`src/rtl/tcr_defs.vh`:
```
`ifndef TCR_DEFS_VH
`define TCR_DEFS_VH

// register offsets
`define TCR_ADDR_OPCTL 16'h0001
`define TCR_ADDR_STATUS 16'h0003
`define TCR_ADDR_FORMAT 16'h0004
`define TCR_ADDR_EXPOSURE 16'h0005
`define TCR_ADDR_HWID 16'h0006
`define TCR_ADDR_MODFREQ 16'h0009
`define TCR_ADDR_RATE 16'h000a
`define TCR_ADDR_LENS 16'h000b
`define TCR_ADDR_SER_LO 16'h000c
`define TCR_ADDR_SER_HI 16'h000d
`define TCR_ADDR_UNLOCK 16'h0022
`define TCR_ADDR_FWREV 16'h8000

// operating_control fields
`define TCR_OPCTL_VIDEO 0
`define TCR_OPCTL_MANTRIG 4
`define TCR_OPCTL_CLRSTAT 6
`define TCR_OPCTL_SNAP 11

// condition_flags fields
`define TCR_ST_CALBUSY 2
`define TCR_ST_ILLTEMP 3
`define TCR_ST_SENTEMP 4
`define TCR_ST_CALMISS 5
`define TCR_ST_FACTORY 6
`define TCR_ST_FWREST 8
`define TCR_ST_OVERTEMP 9
`define TCR_ST_POELIM 10
`define TCR_ST_ILLERR 11
`define TCR_ST_COLERR 13
`define TCR_ST_BASETEMP 14
`define TCR_ST_SENERR 15

// output_format_select field
`define TCR_FMT_LSB 3
`define TCR_FMT_MSB 10

// fw_revision fields
`define TCR_FW_PATCH_W 6
`define TCR_FW_MINOR_W 5
`define TCR_FW_MAJOR_W 5

// reset values and limits
`define TCR_RST_OPCTL 16'h0001
`define TCR_RST_STATUS 16'h0040
`define TCR_RST_FORMAT 8'h00
`define TCR_RST_EXPOSURE 16'h05dc
`define TCR_EXPOSURE_MIN 16'h0001
`define TCR_EXPOSURE_MAX 16'h05dc
`define TCR_RST_MODFREQ 16'h07d0
`define TCR_MODFREQ_BASE 16'h04b0
`define TCR_MODFREQ_STEP 16'h0190
`define TCR_MODFREQ_NUM 8
`define TCR_RST_RATE 16'h0028
`define TCR_RST_UNLOCK 16'h0000
`define TCR_KEY_FLASH 16'h4877
`define TCR_KEY_TEST 16'h5e6b

`endif

```
`src/rtl/tcr_general_regs.v`:
```
// The plain strobed port is this design's own decision.
`include "tcr_defs.vh"

module tcr_general_regs #(
    parameter [15:0] HW_ID = 16'h0a5a, // arbitrary value
    parameter [5:0] FW_PATCH = 6'h00,
    parameter [4:0] FW_MINOR = 5'h00,
    parameter [4:0] FW_MAJOR = 5'h01,
    parameter [31:0] SERIAL = 32'h00000000,
    parameter [15:0] LENS_RESET = 16'h0000
) (
    input wire clk_i,
    input wire rst_i,
    input wire [15:0] addr_i,
    input wire [15:0] wdata_i,
    input wire wr_i,
    input wire rd_i,
    output reg [15:0] rdata_o,
    input wire cal_busy_i,
    input wire illum_temp_err_i,
    input wire sensor_temp_err_i,
    input wire base_temp_err_i,
    input wire sensor_module_err_i,
    input wire illum_overtemp_i,
    input wire factory_map_i,
    input wire calib_missing_i,
    input wire fw_restored_i,
    input wire poe_limited_i,
    input wire illum_module_err_i,
    input wire color_stream_err_i,
    output reg video_mode_o,
    output reg manual_trigger_o,
    output reg snapshot_trigger_o,
    output reg [7:0] format_o,
    output reg [15:0] exposure_o,
    output reg [15:0] mod_freq_o,
    output reg [15:0] frame_rate_o,
    output reg [15:0] lens_o,
    output reg flash_unlock_o,
    output reg test_unlock_o
);

    // snap a requested frequency to the largest predefined step not above it, or to the lowest step if it is below them all
    function [15:0] tcr_snap_freq;
        input [15:0] req;
        integer i;
        reg [15:0] cand;
        begin
            tcr_snap_freq = `TCR_MODFREQ_BASE;
            for (i = 0; i < `TCR_MODFREQ_NUM; i = i + 1) begin
                cand = `TCR_MODFREQ_BASE + i[15:0] * `TCR_MODFREQ_STEP;
                if (req >= cand) begin
                    tcr_snap_freq = cand;
                end
            end
        end
    endfunction

    // clamp an exposure request into the accepted window
    function [15:0] tcr_clamp_exp;
        input [15:0] req;
        begin
            if (req < `TCR_EXPOSURE_MIN) begin
                tcr_clamp_exp = `TCR_EXPOSURE_MIN;
            end else if (req > `TCR_EXPOSURE_MAX) begin
                tcr_clamp_exp = `TCR_EXPOSURE_MAX;
            end else begin
                tcr_clamp_exp = req;
            end
        end
    endfunction

    // register write decode, shared by all writable registers
    function tcr_hit;
        input [15:0] a;
        input [15:0] target;
        begin
            tcr_hit = (a == target);
        end
    endfunction

    // reset word of the control register, so its mode bit can be picked out by position
    localparam [15:0] OPCTL_RST = `TCR_RST_OPCTL;

    reg clear_reg;
    reg [15:0] status_reg;
    reg [15:0] unlock_reg;
    reg [15:0] status_next;
    reg [15:0] read_next;
    wire wr_opctl;

    assign wr_opctl = wr_i && tcr_hit(addr_i, `TCR_ADDR_OPCTL);

    // acquisition mode; only bit 0 of the control word is stored
    always @(posedge clk_i) begin
        if (rst_i) begin
            video_mode_o <= OPCTL_RST[`TCR_OPCTL_VIDEO];
        end else if (wr_opctl) begin
            video_mode_o <= wdata_i[`TCR_OPCTL_VIDEO];
        end
    end

    // self-clearing action bits become one-cycle pulses, never stored
    always @(posedge clk_i) begin
        if (rst_i) begin
            manual_trigger_o <= 1'b0;
            snapshot_trigger_o <= 1'b0;
            clear_reg <= 1'b0;
        end else begin
            manual_trigger_o <= wr_opctl && wdata_i[`TCR_OPCTL_MANTRIG];
            snapshot_trigger_o <= wr_opctl && wdata_i[`TCR_OPCTL_SNAP];
            clear_reg <= wr_opctl && wdata_i[`TCR_OPCTL_CLRSTAT];
        end
    end

    // status next value: live flags follow their sources, sticky flags hold
    always @* begin
        status_next = 16'h0000;
        status_next[`TCR_ST_CALBUSY] = cal_busy_i;
        status_next[`TCR_ST_ILLTEMP] = illum_temp_err_i;
        status_next[`TCR_ST_SENTEMP] = sensor_temp_err_i;
        status_next[`TCR_ST_BASETEMP] = base_temp_err_i;
        status_next[`TCR_ST_OVERTEMP] = illum_overtemp_i;
        status_next[`TCR_ST_SENERR] = sensor_module_err_i;
        status_next[`TCR_ST_FACTORY] = factory_map_i;
        // sticky flags; an event in the clear cycle wins over the clear
        // calibration, firmware, PoE limit, illumination module and color stream flags
        status_next[`TCR_ST_CALMISS] = calib_missing_i |
            (status_reg[`TCR_ST_CALMISS] & ~clear_reg);
        status_next[`TCR_ST_FWREST] = fw_restored_i |
            (status_reg[`TCR_ST_FWREST] & ~clear_reg);
        status_next[`TCR_ST_POELIM] = poe_limited_i |
            (status_reg[`TCR_ST_POELIM] & ~clear_reg);
        status_next[`TCR_ST_ILLERR] = illum_module_err_i |
            (status_reg[`TCR_ST_ILLERR] & ~clear_reg);
        status_next[`TCR_ST_COLERR] = color_stream_err_i |
            (status_reg[`TCR_ST_COLERR] & ~clear_reg);
    end

    // status word; writes to its address never reach it, only the clear bit of the control word acts on it
    always @(posedge clk_i) begin
        if (rst_i) begin
            status_reg <= `TCR_RST_STATUS;
        end else begin
            status_reg <= status_next;
        end
    end

    // stream content selector, only the documented field is kept
    always @(posedge clk_i) begin
        if (rst_i) begin
            format_o <= `TCR_RST_FORMAT;
        end else if (wr_i && tcr_hit(addr_i, `TCR_ADDR_FORMAT)) begin
            format_o <= wdata_i[`TCR_FMT_MSB:`TCR_FMT_LSB];
        end
    end

    // exposure is clamped on write so the sensor never sees an illegal time
    always @(posedge clk_i) begin
        if (rst_i) begin
            exposure_o <= `TCR_RST_EXPOSURE;
        end else if (wr_i && tcr_hit(addr_i, `TCR_ADDR_EXPOSURE)) begin
            exposure_o <= tcr_clamp_exp(wdata_i);
        end
    end

    // inexact frequencies snap to a predefined step, and reads return the step
    always @(posedge clk_i) begin
        if (rst_i) begin
            mod_freq_o <= `TCR_RST_MODFREQ;
        end else if (wr_i && tcr_hit(addr_i, `TCR_ADDR_MODFREQ)) begin
            mod_freq_o <= tcr_snap_freq(wdata_i);
        end
    end

    // frame rate is stored as written
    always @(posedge clk_i) begin
        if (rst_i) begin
            frame_rate_o <= `TCR_RST_RATE;
        end else if (wr_i && tcr_hit(addr_i, `TCR_ADDR_RATE)) begin
            frame_rate_o <= wdata_i;
        end
    end

    // lens identifier, plain read/write storage
    always @(posedge clk_i) begin
        if (rst_i) begin
            lens_o <= LENS_RESET;
        end else if (wr_i && tcr_hit(addr_i, `TCR_ADDR_LENS)) begin
            lens_o <= wdata_i;
        end
    end

    // unlock key and its decoded enables; the enables lag the key by one cycle
    always @(posedge clk_i) begin
        if (rst_i) begin
            unlock_reg <= `TCR_RST_UNLOCK;
        end else if (wr_i && tcr_hit(addr_i, `TCR_ADDR_UNLOCK)) begin
            unlock_reg <= wdata_i;
        end
    end

    // protected functions downstream must check these before acting
    always @(posedge clk_i) begin
        if (rst_i) begin
            flash_unlock_o <= 1'b0;
            test_unlock_o <= 1'b0;
        end else begin
            flash_unlock_o <= (unlock_reg == `TCR_KEY_FLASH);
            test_unlock_o <= (unlock_reg == `TCR_KEY_TEST);
        end
    end

    // read multiplexer; unmapped addresses and reserved bits read zero
    always @* begin
        read_next = 16'h0000;
        case (addr_i)
            `TCR_ADDR_OPCTL: begin
                read_next[`TCR_OPCTL_VIDEO] = video_mode_o;
            end
            `TCR_ADDR_STATUS: begin
                read_next = status_reg;
            end
            `TCR_ADDR_FORMAT: begin
                read_next[`TCR_FMT_MSB:`TCR_FMT_LSB] = format_o;
            end
            `TCR_ADDR_EXPOSURE: begin
                read_next = exposure_o;
            end
            `TCR_ADDR_HWID: begin
                read_next = HW_ID;
            end
            `TCR_ADDR_MODFREQ: begin
                read_next = mod_freq_o;
            end
            `TCR_ADDR_RATE: begin
                read_next = frame_rate_o;
            end
            `TCR_ADDR_LENS: begin
                read_next = lens_o;
            end
            `TCR_ADDR_SER_LO: begin
                read_next = SERIAL[15:0];
            end
            `TCR_ADDR_SER_HI: begin
                read_next = SERIAL[31:16];
            end
            `TCR_ADDR_UNLOCK: begin
                read_next = unlock_reg;
            end
            `TCR_ADDR_FWREV: begin
                read_next = {FW_MAJOR, FW_MINOR, FW_PATCH};
            end
            default: begin
                read_next = 16'h0000;
            end
        endcase
    end

    // read data stands only in the cycle after the strobe
    always @(posedge clk_i) begin
        if (rst_i) begin
            rdata_o <= 16'h0000;
        end else if (rd_i) begin
            rdata_o <= read_next;
        end else begin
            rdata_o <= 16'h0000;
        end
    end

endmodule // tcr_general_regs

```
`config.mk`:
```
export PLATFORM = sky130hd
export DESIGN_NAME = tcr_general_regs
export DESIGN_NICKNAME = d
export VERILOG_FILES = /design/src/rtl/tcr_general_regs.v
export VERILOG_INCLUDE_DIRS = /design/src /design/src/rtl
export SDC_FILE = /design/constraint.sdc
export NUM_CORES = 1
export LEC_CHECK = 0
export ABC_CLOCK_PERIOD_IN_PS = 2200
export BUFFER_PORTS_ARGS = -buffer_cell sky130_fd_sc_hd__buf_4
export CAP_MARGIN = 25
export CORE_MARGIN = 4
export CORE_UTILIZATION = 48
export DETAILED_ROUTE_END_ITERATION = 10
export MAX_ROUTING_LAYER = met4
export PLACE_DENSITY = 0.74
export SLEW_MARGIN = 10
export SYNTH_ARGS = -nofsm -noshare
export SYNTH_HDL_FRONTEND = slang
export SYNTH_SLANG_ARGS = --single-unit
export TNS_END_PERCENT = 50
```
`constraint.sdc`:
```
create_clock -name clk_i -period 2.2 [get_ports clk_i]
set_input_delay 0.55 -clock clk_i [delete_from_list [all_inputs] [get_ports clk_i]]
set_output_delay 0.55 -clock clk_i [all_outputs]
set_load 0.01 [all_outputs]
```
==> results of run 1 <==
through the flow:
step / TNS, ns / cell area, sq um / util [%]
after floorplan: -0.265 / 5280 / -
after global placement: -10.74 / 6910 / 66.0
after detailed placement: -11.38 / 6910 / 66.0
after CTS: 0 / 7490 / 71.6
after global routing: 0 / 7490 / 71.6
final: 0 / 7490 / 71.6
cells in the mapped netlist, drive strengths merged, types with 3 or more instances:
library cell / instances / area share, %
or4: 4 / 0.64
and2: 8 / 0.95
buf: 21 / 2.4
nand4b: 3 / 0.50
a31oi: 7 / 0.84
nor3: 22 / 2.4
nor4b: 3 / 0.74
nand4: 7 / 0.84
nor2b: 10 / 1.2
or4b: 3 / 0.72
o31ai: 4 / 0.57
and3: 4 / 0.48
inv: 11 / 0.79
nand3: 11 / 1.0
mux2: 15 / 3.2
a211oi: 6 / 0.86
dfxtp: 114 / 44
o21ai: 13 / 1.2
mux2i: 19 / 3.6
nor4: 10 / 2.0
nor2: 44 / 3.1
a22o: 3 / 0.50
o21bai: 3 / 0.43
a22oi: 8 / 1.1
nand2b: 5 / 0.60
clkbuf: 27 / 1.9
a21oi: 66 / 6.3
a222oi: 10 / 1.9
or3: 6 / 0.72
nand2: 135 / 9.7
path summary, 6_finish.rpt:
path	endpoint	slack, ns
worst min register to register	rdata_o[3]	0.45
worst min-delay path	status_reg[6]	0.22
worst max-delay path	mod_freq_o[5]	0.20
worst max register to register	flash_unlock_o	0.75
critical path, cell delays in order:
cell	delay [ns]
buf_4	0.11
or4_4	0.54
nor4_4	0.35
or4b_4	0.55
o31a_1	0.29
logic make-up after synthesis:
family,synth area share [%]
xor gates and xnor gates,0.334
muxes,6.85
buffers and inverters,5.15
DFF,43.5
other,0.0715
AOI/OAI and AO/OA,17.0
and+or+nand+nor,27.1
power by group:
| group | total [uW] | switching, uW | internal, uW |
|---|---|---|---|
| Sequential | 2090 | 6.73 | 2080 |
| Combinational | 364 | 210 | 155 |
| Clock | 2700 | 1040 | 1650 |
layer usage:
layer  wire length [microns]  global-route usage (%)  vias up
met4                     517                    12.3        0
met3                    2040                    5.88       45
li1                        -                       -     2633
met2                    9380                    50.2      352
met1                    7990                    41.6     2715
met5                       0                       -        -
area by class of cell:
type                            instances  area (sq um)  share of cell area (%)
Timing Repair Buffer                  215          1680                    22.4
Multi-Input combinational cell        467          2740                    36.5
Sequential cell                       114          2280                    30.5
Clock buffer                           18           428                    5.71
Inverter                               11          41.3                   0.551
Clock inverter                         14           155                    2.07
Tap cell                              136           170                    2.27
==> summary.txt, run 1 <==
Layout
  • # nets final: 874
  • Commonest non-fill, non-tap cell in the layout: buf_4
  • Finished Layout Cells: 975
  • Layout cells sized above 1: 33.1%
  • Area growth syn-to-layout: 42.8%
  • ANT cells: 0
  • Commonest non-fill, non-tap cells in the layout: buf_4 (210), nand2_1 (135), dfxtp_1 (114), a21oi_1 (66), nor2_1 (44)
  • Filler cells: 829

Worst hold path
  • WHS Path Cells: 2
  • Hold WC Path Type: in2reg
  • Hold Crit Start: factory_map_i

Die
  • Initial Utilization: 50.1%
  • Die footprint: 0.0127 sq mm
  • Chip width: 113 microns
  • Core box area: 0.0105 sq mm
  • Rows: 37
  • Die Span Y: 113 microns
  • Boundary Pins: 141

Timing
  • Hold slack: 0.225 ns
  • Final worst-path cycle share: 90.7%
  • Max-slew violations: 0
  • Slew of the pin with the lowest slew margin: 0.665 ns
  • Skew final: 0.00716 ns
  • Final hold vios: 0
  • Slew HR: 55.6%
  • Setup violations, final: 0
  • Crit path time final: 2.00 ns
  • Highest clock rate: 0.501 GHz
  • RSZ-0062 raised after global routing: false
  • Final WS setup: 0.204 ns

Worst setup path
  • R2R Path Start: unlock_reg[15]
  • Critical Path AT: 2.41 ns
  • CP max FO: 5
  • Worst EP required: 2.61 ns
  • CP Class: in2reg
  • Worst setup path startpoint: addr_i[7]
  • Worst setup EP type: flop
  • CP startpoint kind: input pin
  • R2R depth: 4

Route
  • Final WL: 19.9 mm
  • Post-DRT Antenna Nets: 0
  • Initial detailed-routing violation count: 668
  • Via count: 5745
  • Pre-antenna DRT Iters: 6
  • Routed len/inst: 20.4 microns
  • Post-route DRC: 0
  • Vias per Instance: 5.89

Synthesis
  • Synth Area per Inst: 8.28 sq um
  • Seq cells post-synth: 114
  • Mapped Cells: 633
  • EDFF count, synth: 0
  • Mapped Area: 0.00524 sq mm
  • Yosys cell types: 64
  • Post-synthesis sequential area ratio: 43.5%
  • Yosys warns: 0
  • Dominant synthesized flop cell: dfxtp_1
  • Post-synth ARST share: 0%

Clock tree
  • Hold buffer count at CTS: 0
  • Root Buffer: clkbuf_8
  • CTS tree: done
  • CTS clk-pin slew, worst paths: 0.06 ns
  • H-tree depth: 4
  • Clock buffer depth: 2
  • Post-CTS sizing: 0
  • Worst-Skew Late Latency: 0.52 ns
  • Clock sink count: 114
  • CTS buffer count: 17
  • Post-CTS setup buffer count: 0

Placement
  • Detail Placement HPWL: 14.6 mm
  • Pre-CTS WS: -0.321 ns
  • I/O Buffers: 132
  • Inst Count DP: 943
  • Gpl congestion: 0.964

Global routing
  • Initial antenna violation count: 0
  • First-pass GRT wire length: 31.1 mm
  • All-Layer GR Usage: 32.2%
  • Number of global-route vias before repair: 5546
  • GR Overflow Total: 0
  • Pin count of the biggest net entering global routing: 62

Power and ir drop
  • Total power: 5150 uW
  • Leak: 0.00295 uW
  • Power per cell area: 687 mW/mm^2
  • Max IR drop VDD: 0.000729 V

Job
  • Max-cap viol count: 0

Status
  • Status: complete, no violations
Note: power is estimated with default switching activity, not from simulation.
==> run 2, diff against run 1 <==
--- a/config.mk
+++ b/config.mk
@@ -9,11 +9,13 @@
 export ABC_CLOCK_PERIOD_IN_PS = 2200
 export BUFFER_PORTS_ARGS = -buffer_cell sky130_fd_sc_hd__buf_4
 export CAP_MARGIN = 25
+export CELL_PAD_IN_SITES_DETAIL_PLACEMENT = 1
+export CELL_PAD_IN_SITES_GLOBAL_PLACEMENT = 1
 export CORE_MARGIN = 4
-export CORE_UTILIZATION = 48
+export CORE_UTILIZATION = 35
 export DETAILED_ROUTE_END_ITERATION = 10
 export MAX_ROUTING_LAYER = met4
-export PLACE_DENSITY = 0.74
+export PLACE_DENSITY_LB_ADDON = 0.1
 export SLEW_MARGIN = 10
 export SYNTH_ARGS = -nofsm -noshare
 export SYNTH_HDL_FRONTEND = slang
==> run 2 against run 1 <==
Via count decreased by 0.64%. Register-to-register slack got worse by 0.05 ns. Non-clock buffer count increased by 9. Sequential power about the same. Combinational power increased by 2%. First-iteration DRC count decreased by 33%. Cell count increased by 5.8%. Hold slack improved by 0.094 ns. Utilization decreased by 19 points. Maximum frequency decreased by 7.0%. Largest power group unchanged.
==> summary.txt, run 2 (synthesis results as in run 1) <==
Layout
  • Commonest non-fill, non-tap cells in the layout: buf_4 (217), nand2_1 (135), dfxtp_1 (114), a21oi_1 (66), nor2_1 (44)
  • ANT cells: 0 (unchanged)
  • Filler cells: 1764 (+110%)
  • Post-Layout Inst Area: 0.00767 sq mm (+2.5%)
  • Finished Layout Cells: 1032 (+5.8%)
  • Layout cells sized above 1: 33.5% (+0.36 points)
  • Area growth syn-to-layout: 46.4%
  • Commonest non-fill, non-tap cell in the layout: buf_4
  • # nets final: 883 (+1.0%)

Worst setup path
  • CP max FO: 5 (unchanged)
  • Critical Path AT: 2.46 ns (+0.05 ns)
  • Worst setup EP type: flop
  • R2R Path Start: unlock_reg[15]
  • Worst setup path startpoint: addr_i[7]
  • CP Class: in2reg
  • Worst EP required: 2.51 ns (-0.10 ns)
  • CP startpoint kind: input pin
  • Reg2Reg Capture Point: flash_unlock_o
  • R2R depth: 4 (unchanged)
  • FF-to-FF setup slack: 0.70 ns (-0.05 ns)

Worst hold path
  • Hold Crit Start: factory_map_i
  • WHS Path Cells: 2 (unchanged)
  • Hold path endpoint: status_reg[6]
  • Hold WC Path Type: in2reg

Job
  • Max-cap viol count: 0 (unchanged)

Timing
  • Max-slew violations: 0 (unchanged)
  • Skew final: 0.00843 ns (+0.00128 ns)
  • RSZ-0062 raised after global routing: false
  • TNS Setup: 0 ns (unchanged)
  • Slew HR: 54.8% (-0.80 points)
  • Crit path time final: 2.15 ns (+0.150 ns)
  • Slew of the pin with the lowest slew margin: 0.677 ns (+0.0120 ns)
  • Highest clock rate: 0.466 GHz (-7.0%)
  • Final worst-path cycle share: 97.6% (+6.8 points)
  • Hold slack: 0.319 ns (+0.0941 ns)
  • Setup violations, final: 0 (unchanged)
  • Final hold vios: 0 (unchanged)

Route
  • Routed len/inst: 21.6 microns (+5.5%)
  • Pre-antenna DRT Iters: 5 (-1)
  • Post-DRT Antenna Nets: 0 (unchanged)
  • Post-route DRC: 0 (unchanged)
  • Initial detailed-routing violation count: 450 (-33%)
  • Vias per Instance: 5.53 (-6.1%)
  • Final WL: 22.2 mm (+12%)
  • Via count: 5708 (-0.64%)

Clock tree
  • CTS buffer count: 17 (unchanged)
  • CTS clk-pin slew, worst paths: 0.06 ns (about the same)
  • CTS tree: done
  • H-tree depth: 4 (unchanged)
  • Root Buffer: clkbuf_16
  • Worst-Skew Late Latency: 0.43 ns (-0.09 ns)
  • Clock buffer depth: 2 (unchanged)
  • Clock sink count: 114 (unchanged)

Status
  • Status: complete, no violations

Die
  • Chip width: 130 microns (+16%)
  • Core box area: 0.0146 sq mm (+39%)
  • Die Span Y: 130 microns (+16%)
  • Rows: 44 (+19%)
  • Die footprint: 0.0170 sq mm (+34%)
  • Initial Utilization: 35.9% (-14 points)
  • Boundary Pins: 141 (unchanged)

Placement
  • I/O Buffers: 132 (unchanged)
  • Area after DPL: 0.00704 sq mm (+2.0%)
  • Detail Placement HPWL: 16.8 mm (+15%)
  • Inst Count DP: 998 (+5.8%)
  • Gpl congestion: 0.978 (+1.5%)

Global routing
  • GRT met2 Usage: 44.1% (-6.0 points)
  • First-pass GRT wire length: 34.3 mm (+10%)
  • Grt met1 use: 35.8% (-5.7 points)
  • Number of global-route vias before repair: 6025 (+8.6%)
  • GR Overflow Total: 0 (unchanged)
  • Layer with the highest usage: met2
  • Initial antenna violation count: 0 (unchanged)
  • All-Layer GR Usage: 27.6% (-4.6 points)
  • Pin count of the biggest net entering global routing: 59 (-4.8%)
  • Met3 GRT Util: 5.81% (-0.063 points)

Power and ir drop
  • Max IR drop VDD: 0.000540 V (-26%)
  • Leak: 0.00303 uW (+2.8%)
  • Total power: 5350 uW (+4.1%)
  • Power per cell area: 698 mW/mm^2 (+1.6%)
==> run 2: cell types whose count changed in the layout (fill, tap and decap cells not counted), sizes merged <==
cell,before,now
buf,215,224
bufinv,2,4
clkbuf,18,22
clkinv,5,4
clkinvlp,4,1
inv,14,12
==> run 2: how the worst max path moves through the flow <==
| stage | to | slack (ns) | cells after the start |
|---|---|---|---|
| 6_report | mod_freq_o[5] | 0.05 | 5 |
| 5_1_grt | exposure_o[1] | 0.004 | 10 |
| 4_1_cts | mod_freq_o[5] | 0.05 | 5 |
| 3_5_place_dp | mod_freq_o[5] | -0.38 | 5 |
| 3_3_place_gp | mod_freq_o[5] | -0.32 | 5 |
| 2_1_floorplan | mod_freq_o[5] | -0.09 | 4 |
==> run 2: power by group <==
| part | switching [uW] | total [uW] | internal, uW |
|---|---|---|---|
| logic | 216 | 373 | 157 |
| registers | 6.62 | 2090 | 2080 |
| clock network | 978 | 2900 | 1920 |
| total | 1200 | 5350 | 4150 |
==> run 2: routing by layer <==
metal | routed length, microns | up-vias
met4 | 354 | 0
met3 | 1250 | 36
li1 | - | 2644
met5 | 0 | -
met2 | 10600 | 188
met1 | 10100 | 2840
==> run 2: stage by stage <==
| step | utilization (%) | setup WS (ns) |
|---|---|---|
| 3_5_place_dp | 48.3 | -0.383 |
| 4_1_cts | 52.5 | 0.0499 |
| 3_3_place_gp | 48.3 | -0.318 |
| 6_report | 52.6 | 0.0538 |
| 2_1_floorplan | - | -0.0935 |
| 5_1_grt | 52.6 | 0.00378 |
==> run 2: repair_timing <==
action | in CTS | in global routing
setup endpoints to repair | 0 | 4
endpoints found under the hold margin | 0 | 0
gates resized for setup | 0 | 1
hold buffers | 0 | 0
buffers inserted | 0 | 2
==> run 2: cell type report <==
type | count | area (sq um) | area share [%]
inverters | 11 | 41.3 | 0.538
well taps | 184 | 230 | 3.00
clock buffers | 22 | 454 | 5.92
flip-flops and latches | 114 | 2280 | 29.7
repair buffers | 224 | 1770 | 23.1
clock inverters | 10 | 156 | 2.04
multi-input cells | 467 | 2740 | 35.7
==> run 2: critical path, cell delays in order <==
cell	delay, ns
buf_4	0.11
or4_4	0.56
nor4_4	0.38
or4b_4	0.56
o31a_1	0.30
==> run 3, diff against run 2 <==
--- a/config.mk
+++ b/config.mk
@@ -6,16 +6,17 @@
 export SDC_FILE = /design/constraint.sdc
 export NUM_CORES = 1
 export LEC_CHECK = 0
-export ABC_CLOCK_PERIOD_IN_PS = 2200
+export ABC_CLOCK_PERIOD_IN_PS = 2550
 export BUFFER_PORTS_ARGS = -buffer_cell sky130_fd_sc_hd__buf_4
 export CAP_MARGIN = 25
 export CELL_PAD_IN_SITES_DETAIL_PLACEMENT = 1
 export CELL_PAD_IN_SITES_GLOBAL_PLACEMENT = 1
 export CORE_MARGIN = 4
-export CORE_UTILIZATION = 35
+export CORE_UTILIZATION = 41
 export DETAILED_ROUTE_END_ITERATION = 10
 export MAX_ROUTING_LAYER = met4
 export PLACE_DENSITY_LB_ADDON = 0.1
+export REMOVE_ABC_BUFFERS = 1
 export SLEW_MARGIN = 10
 export SYNTH_ARGS = -nofsm -noshare
 export SYNTH_HDL_FRONTEND = slang
==> constraint.sdc (replaced) <==
create_clock -name clk_i -period 2.55 [get_ports clk_i]
set_input_delay 0.6375 -clock clk_i [delete_from_list [all_inputs] [get_ports clk_i]]
set_output_delay 0.6375 -clock clk_i [all_outputs]
set_load 0.01 [all_outputs]
==> run 3 against run 2 <==
Final area fell by 4.7%. Clock skew rose by 0.0052 ns. First-iteration DRC count rose by 20%. Critical path type unchanged. Largest cell class unchanged. Highest routed layer unchanged.
==> summary.txt, run 3 (synthesis results as in run 1) <==
Timing
  • Crit path time final: 2.30 ns
  • Skew final: 0.0136 ns (+0.00520 ns)
  • Slew HR: 52.0% (-2.8 points)
  • Final hold vios: 0 (unchanged)
  • Highest clock rate: 0.435 GHz
  • RSZ-0062 raised after global routing: false
  • Slew of the pin with the lowest slew margin: 0.717 ns (+0.0394 ns)
  • Max-slew violations: 0 (unchanged)
  • Final worst-path cycle share: 90.2%
  • Setup violations, final: 0 (unchanged)

Die
  • Rows: 41 (-6.8%)
  • Boundary Pins: 141 (unchanged)
  • Die Span Y: 121 microns (-7.1%)
  • Core box area: 0.0126 sq mm (-14%)
  • Initial Utilization: 41.7% (+5.8 points)
  • Chip width: 121 microns (-7.1%)
  • Die footprint: 0.0147 sq mm (-14%)

Route
  • Initial detailed-routing violation count: 542 (+20%)
  • Vias per Instance: 5.75 (+3.9%)
  • Pre-antenna DRT Iters: 6 (+1)
  • Post-DRT Antenna Nets: 0 (unchanged)
  • Post-route DRC: 0 (unchanged)
  • Routed len/inst: 23.0 microns (+6.5%)
  • Final WL: 22.5 mm (+1.1%)
  • Via count: 5634 (-1.3%)

Worst setup path
  • CP startpoint kind: input pin
  • CP Class: in2reg
  • Worst setup EP type: flop
  • Critical Path AT: 2.60 ns (+0.14 ns)
  • CP max FO: 7 (+2)
  • Worst EP required: 2.85 ns (+0.34 ns)

Clock tree
  • Root Buffer: clkbuf_16
  • CTS buffer count: 17 (unchanged)
  • Worst-Skew Late Latency: 0.42 ns (about the same)
  • Clock sink count: 114 (unchanged)
  • H-tree depth: 4 (unchanged)
  • Clock buffer depth: 2 (unchanged)
  • Post-CTS sizing: 0 (unchanged)
  • CTS tree: done
  • Post-CTS setup buffer count: 0 (unchanged)
  • Hold buffer count at CTS: 0 (unchanged)
  • CTS clk-pin slew, worst paths: 0.06 ns (about the same)

Global routing
  • All-Layer GR Usage: 32.2% (+4.6 points)
  • Met3 GRT Util: 6.06% (+0.25 points)
  • First-pass GRT wire length: 34.6 mm (+1.1%)
  • GR Overflow Total: 0 (unchanged)
  • Grt met1 use: 40.8% (+5.0 points)
  • Layer with the highest usage: met2
  • Number of global-route vias before repair: 5870 (-2.6%)
  • Initial antenna violation count: 0 (unchanged)
  • GRT met2 Usage: 51.1% (+6.9 points)
  • Pin count of the biggest net entering global routing: 64 (+8.5%)

Layout
  • # nets final: 844 (-4.4%)
  • Commonest non-fill, non-tap cell in the layout: buf_4
  • Layout cells sized above 1: 30.4% (-3.0 points)
  • ANT cells: 0 (unchanged)
  • Commonest non-fill, non-tap cells in the layout: buf_4 (180), nand2_1 (135), dfxtp_1 (114), a21oi_1 (66), nor2_1 (44)
  • Finished Core Util: 58.2% (+5.6 points)
  • Post-Layout Inst Area: 0.00731 sq mm (-4.7%)
  • Area growth syn-to-layout: 39.5%

Worst hold path
  • Hold WC Path Type: in2reg

Job
  • Max-cap viol count: 0 (unchanged)

Placement
  • I/O Buffers: 132 (unchanged)
  • Detail Placement HPWL: 16.2 mm (-3.6%)
  • Area after DPL: 0.00671 sq mm (-4.7%)
  • Gpl congestion: 0.975 (-0.31%)

Power and ir drop
  • Max IR drop VDD: 0.000421 V (-22%)
  • Leak: 0.00281 uW (-7.3%)
  • Power per cell area: 621 mW/mm^2 (-11%)

Status
  • Status: complete, no violations
==> run 3: cell types whose count changed in the layout (fill, tap and decap cells not counted), moves of 2 or more <==
cell and change:
clkbuf_1 -4, buf_12 -2, buf_4 -37, clkinvlp_4 +3, clkinv_4 +2
==> run 3: cell type report <==
| class | instances | area, sq um |
|---|---|---|
| Clock inverter | 13 | 161 |
| Multi-Input combinational cell | 467 | 2720 |
| Inverter | 11 | 41.3 |
| Sequential cell | 114 | 2280 |
| Tap cell | 172 | 215 |
| Fill cell | 1507 | 5250 |
| Timing Repair Buffer | 185 | 1450 |
| Clock buffer | 18 | 439 |
==> run 3: per-layer routing <==
| metal | up-vias | routed length [microns] |
|---|---|---|
| li1 | 2576 | - |
| met1 | 2759 | 9590 |
| met2 | 252 | 10800 |
| met3 | 47 | 1600 |
| met4 | 0 | 547 |
| met5 | - | 0 |
==> run 3: path summary, 6_finish.rpt <==
check / start / endpoint / slack (ns) / cells after the start
setup / recovery: addr_i[7] / rdata_o[4] / 0.25 / 9
hold / removal: factory_map_i / status_reg[6] / 0.42 / 2
setup reg to reg: unlock_reg[15] / flash_unlock_o / 1.07 / 4
hold reg to reg: status_reg[5] / rdata_o[5] / 0.46 / 2
==> run 3: per-stage QoR <==
step	setup WS [ns]	TNS [ns]	hold slack, ns	instances	total power, uW
3_3_place_gp	-0.0316	-0.0599	0.441	949	2120
4_1_cts	0.304	0	0.407	980	4560
3_5_place_dp	-0.122	-0.761	0.429	949	2130
2_1_floorplan	-0.795	-11.54	0.417	592	1920
6_report	0.251	0	0.421	980	4540
5_1_grt	0.111	0	0.415	980	4660
==> run 3: worst max-delay path, stage by stage <==
cell     delay (ns)
buf_4          0.12
buf_4          0.12
nor4_2         0.29
buf_4          0.18
nand3_1        0.24
buf_4          0.26
nor2_1         0.17
a32oi_1        0.20
a31oi_1        0.38
==> run 3: power breakdown <==
group	total, uW	switching, uW	internal, uW
clock	2440	889	1550
combinational	297	183	113
sequential	1800	6.32	1790
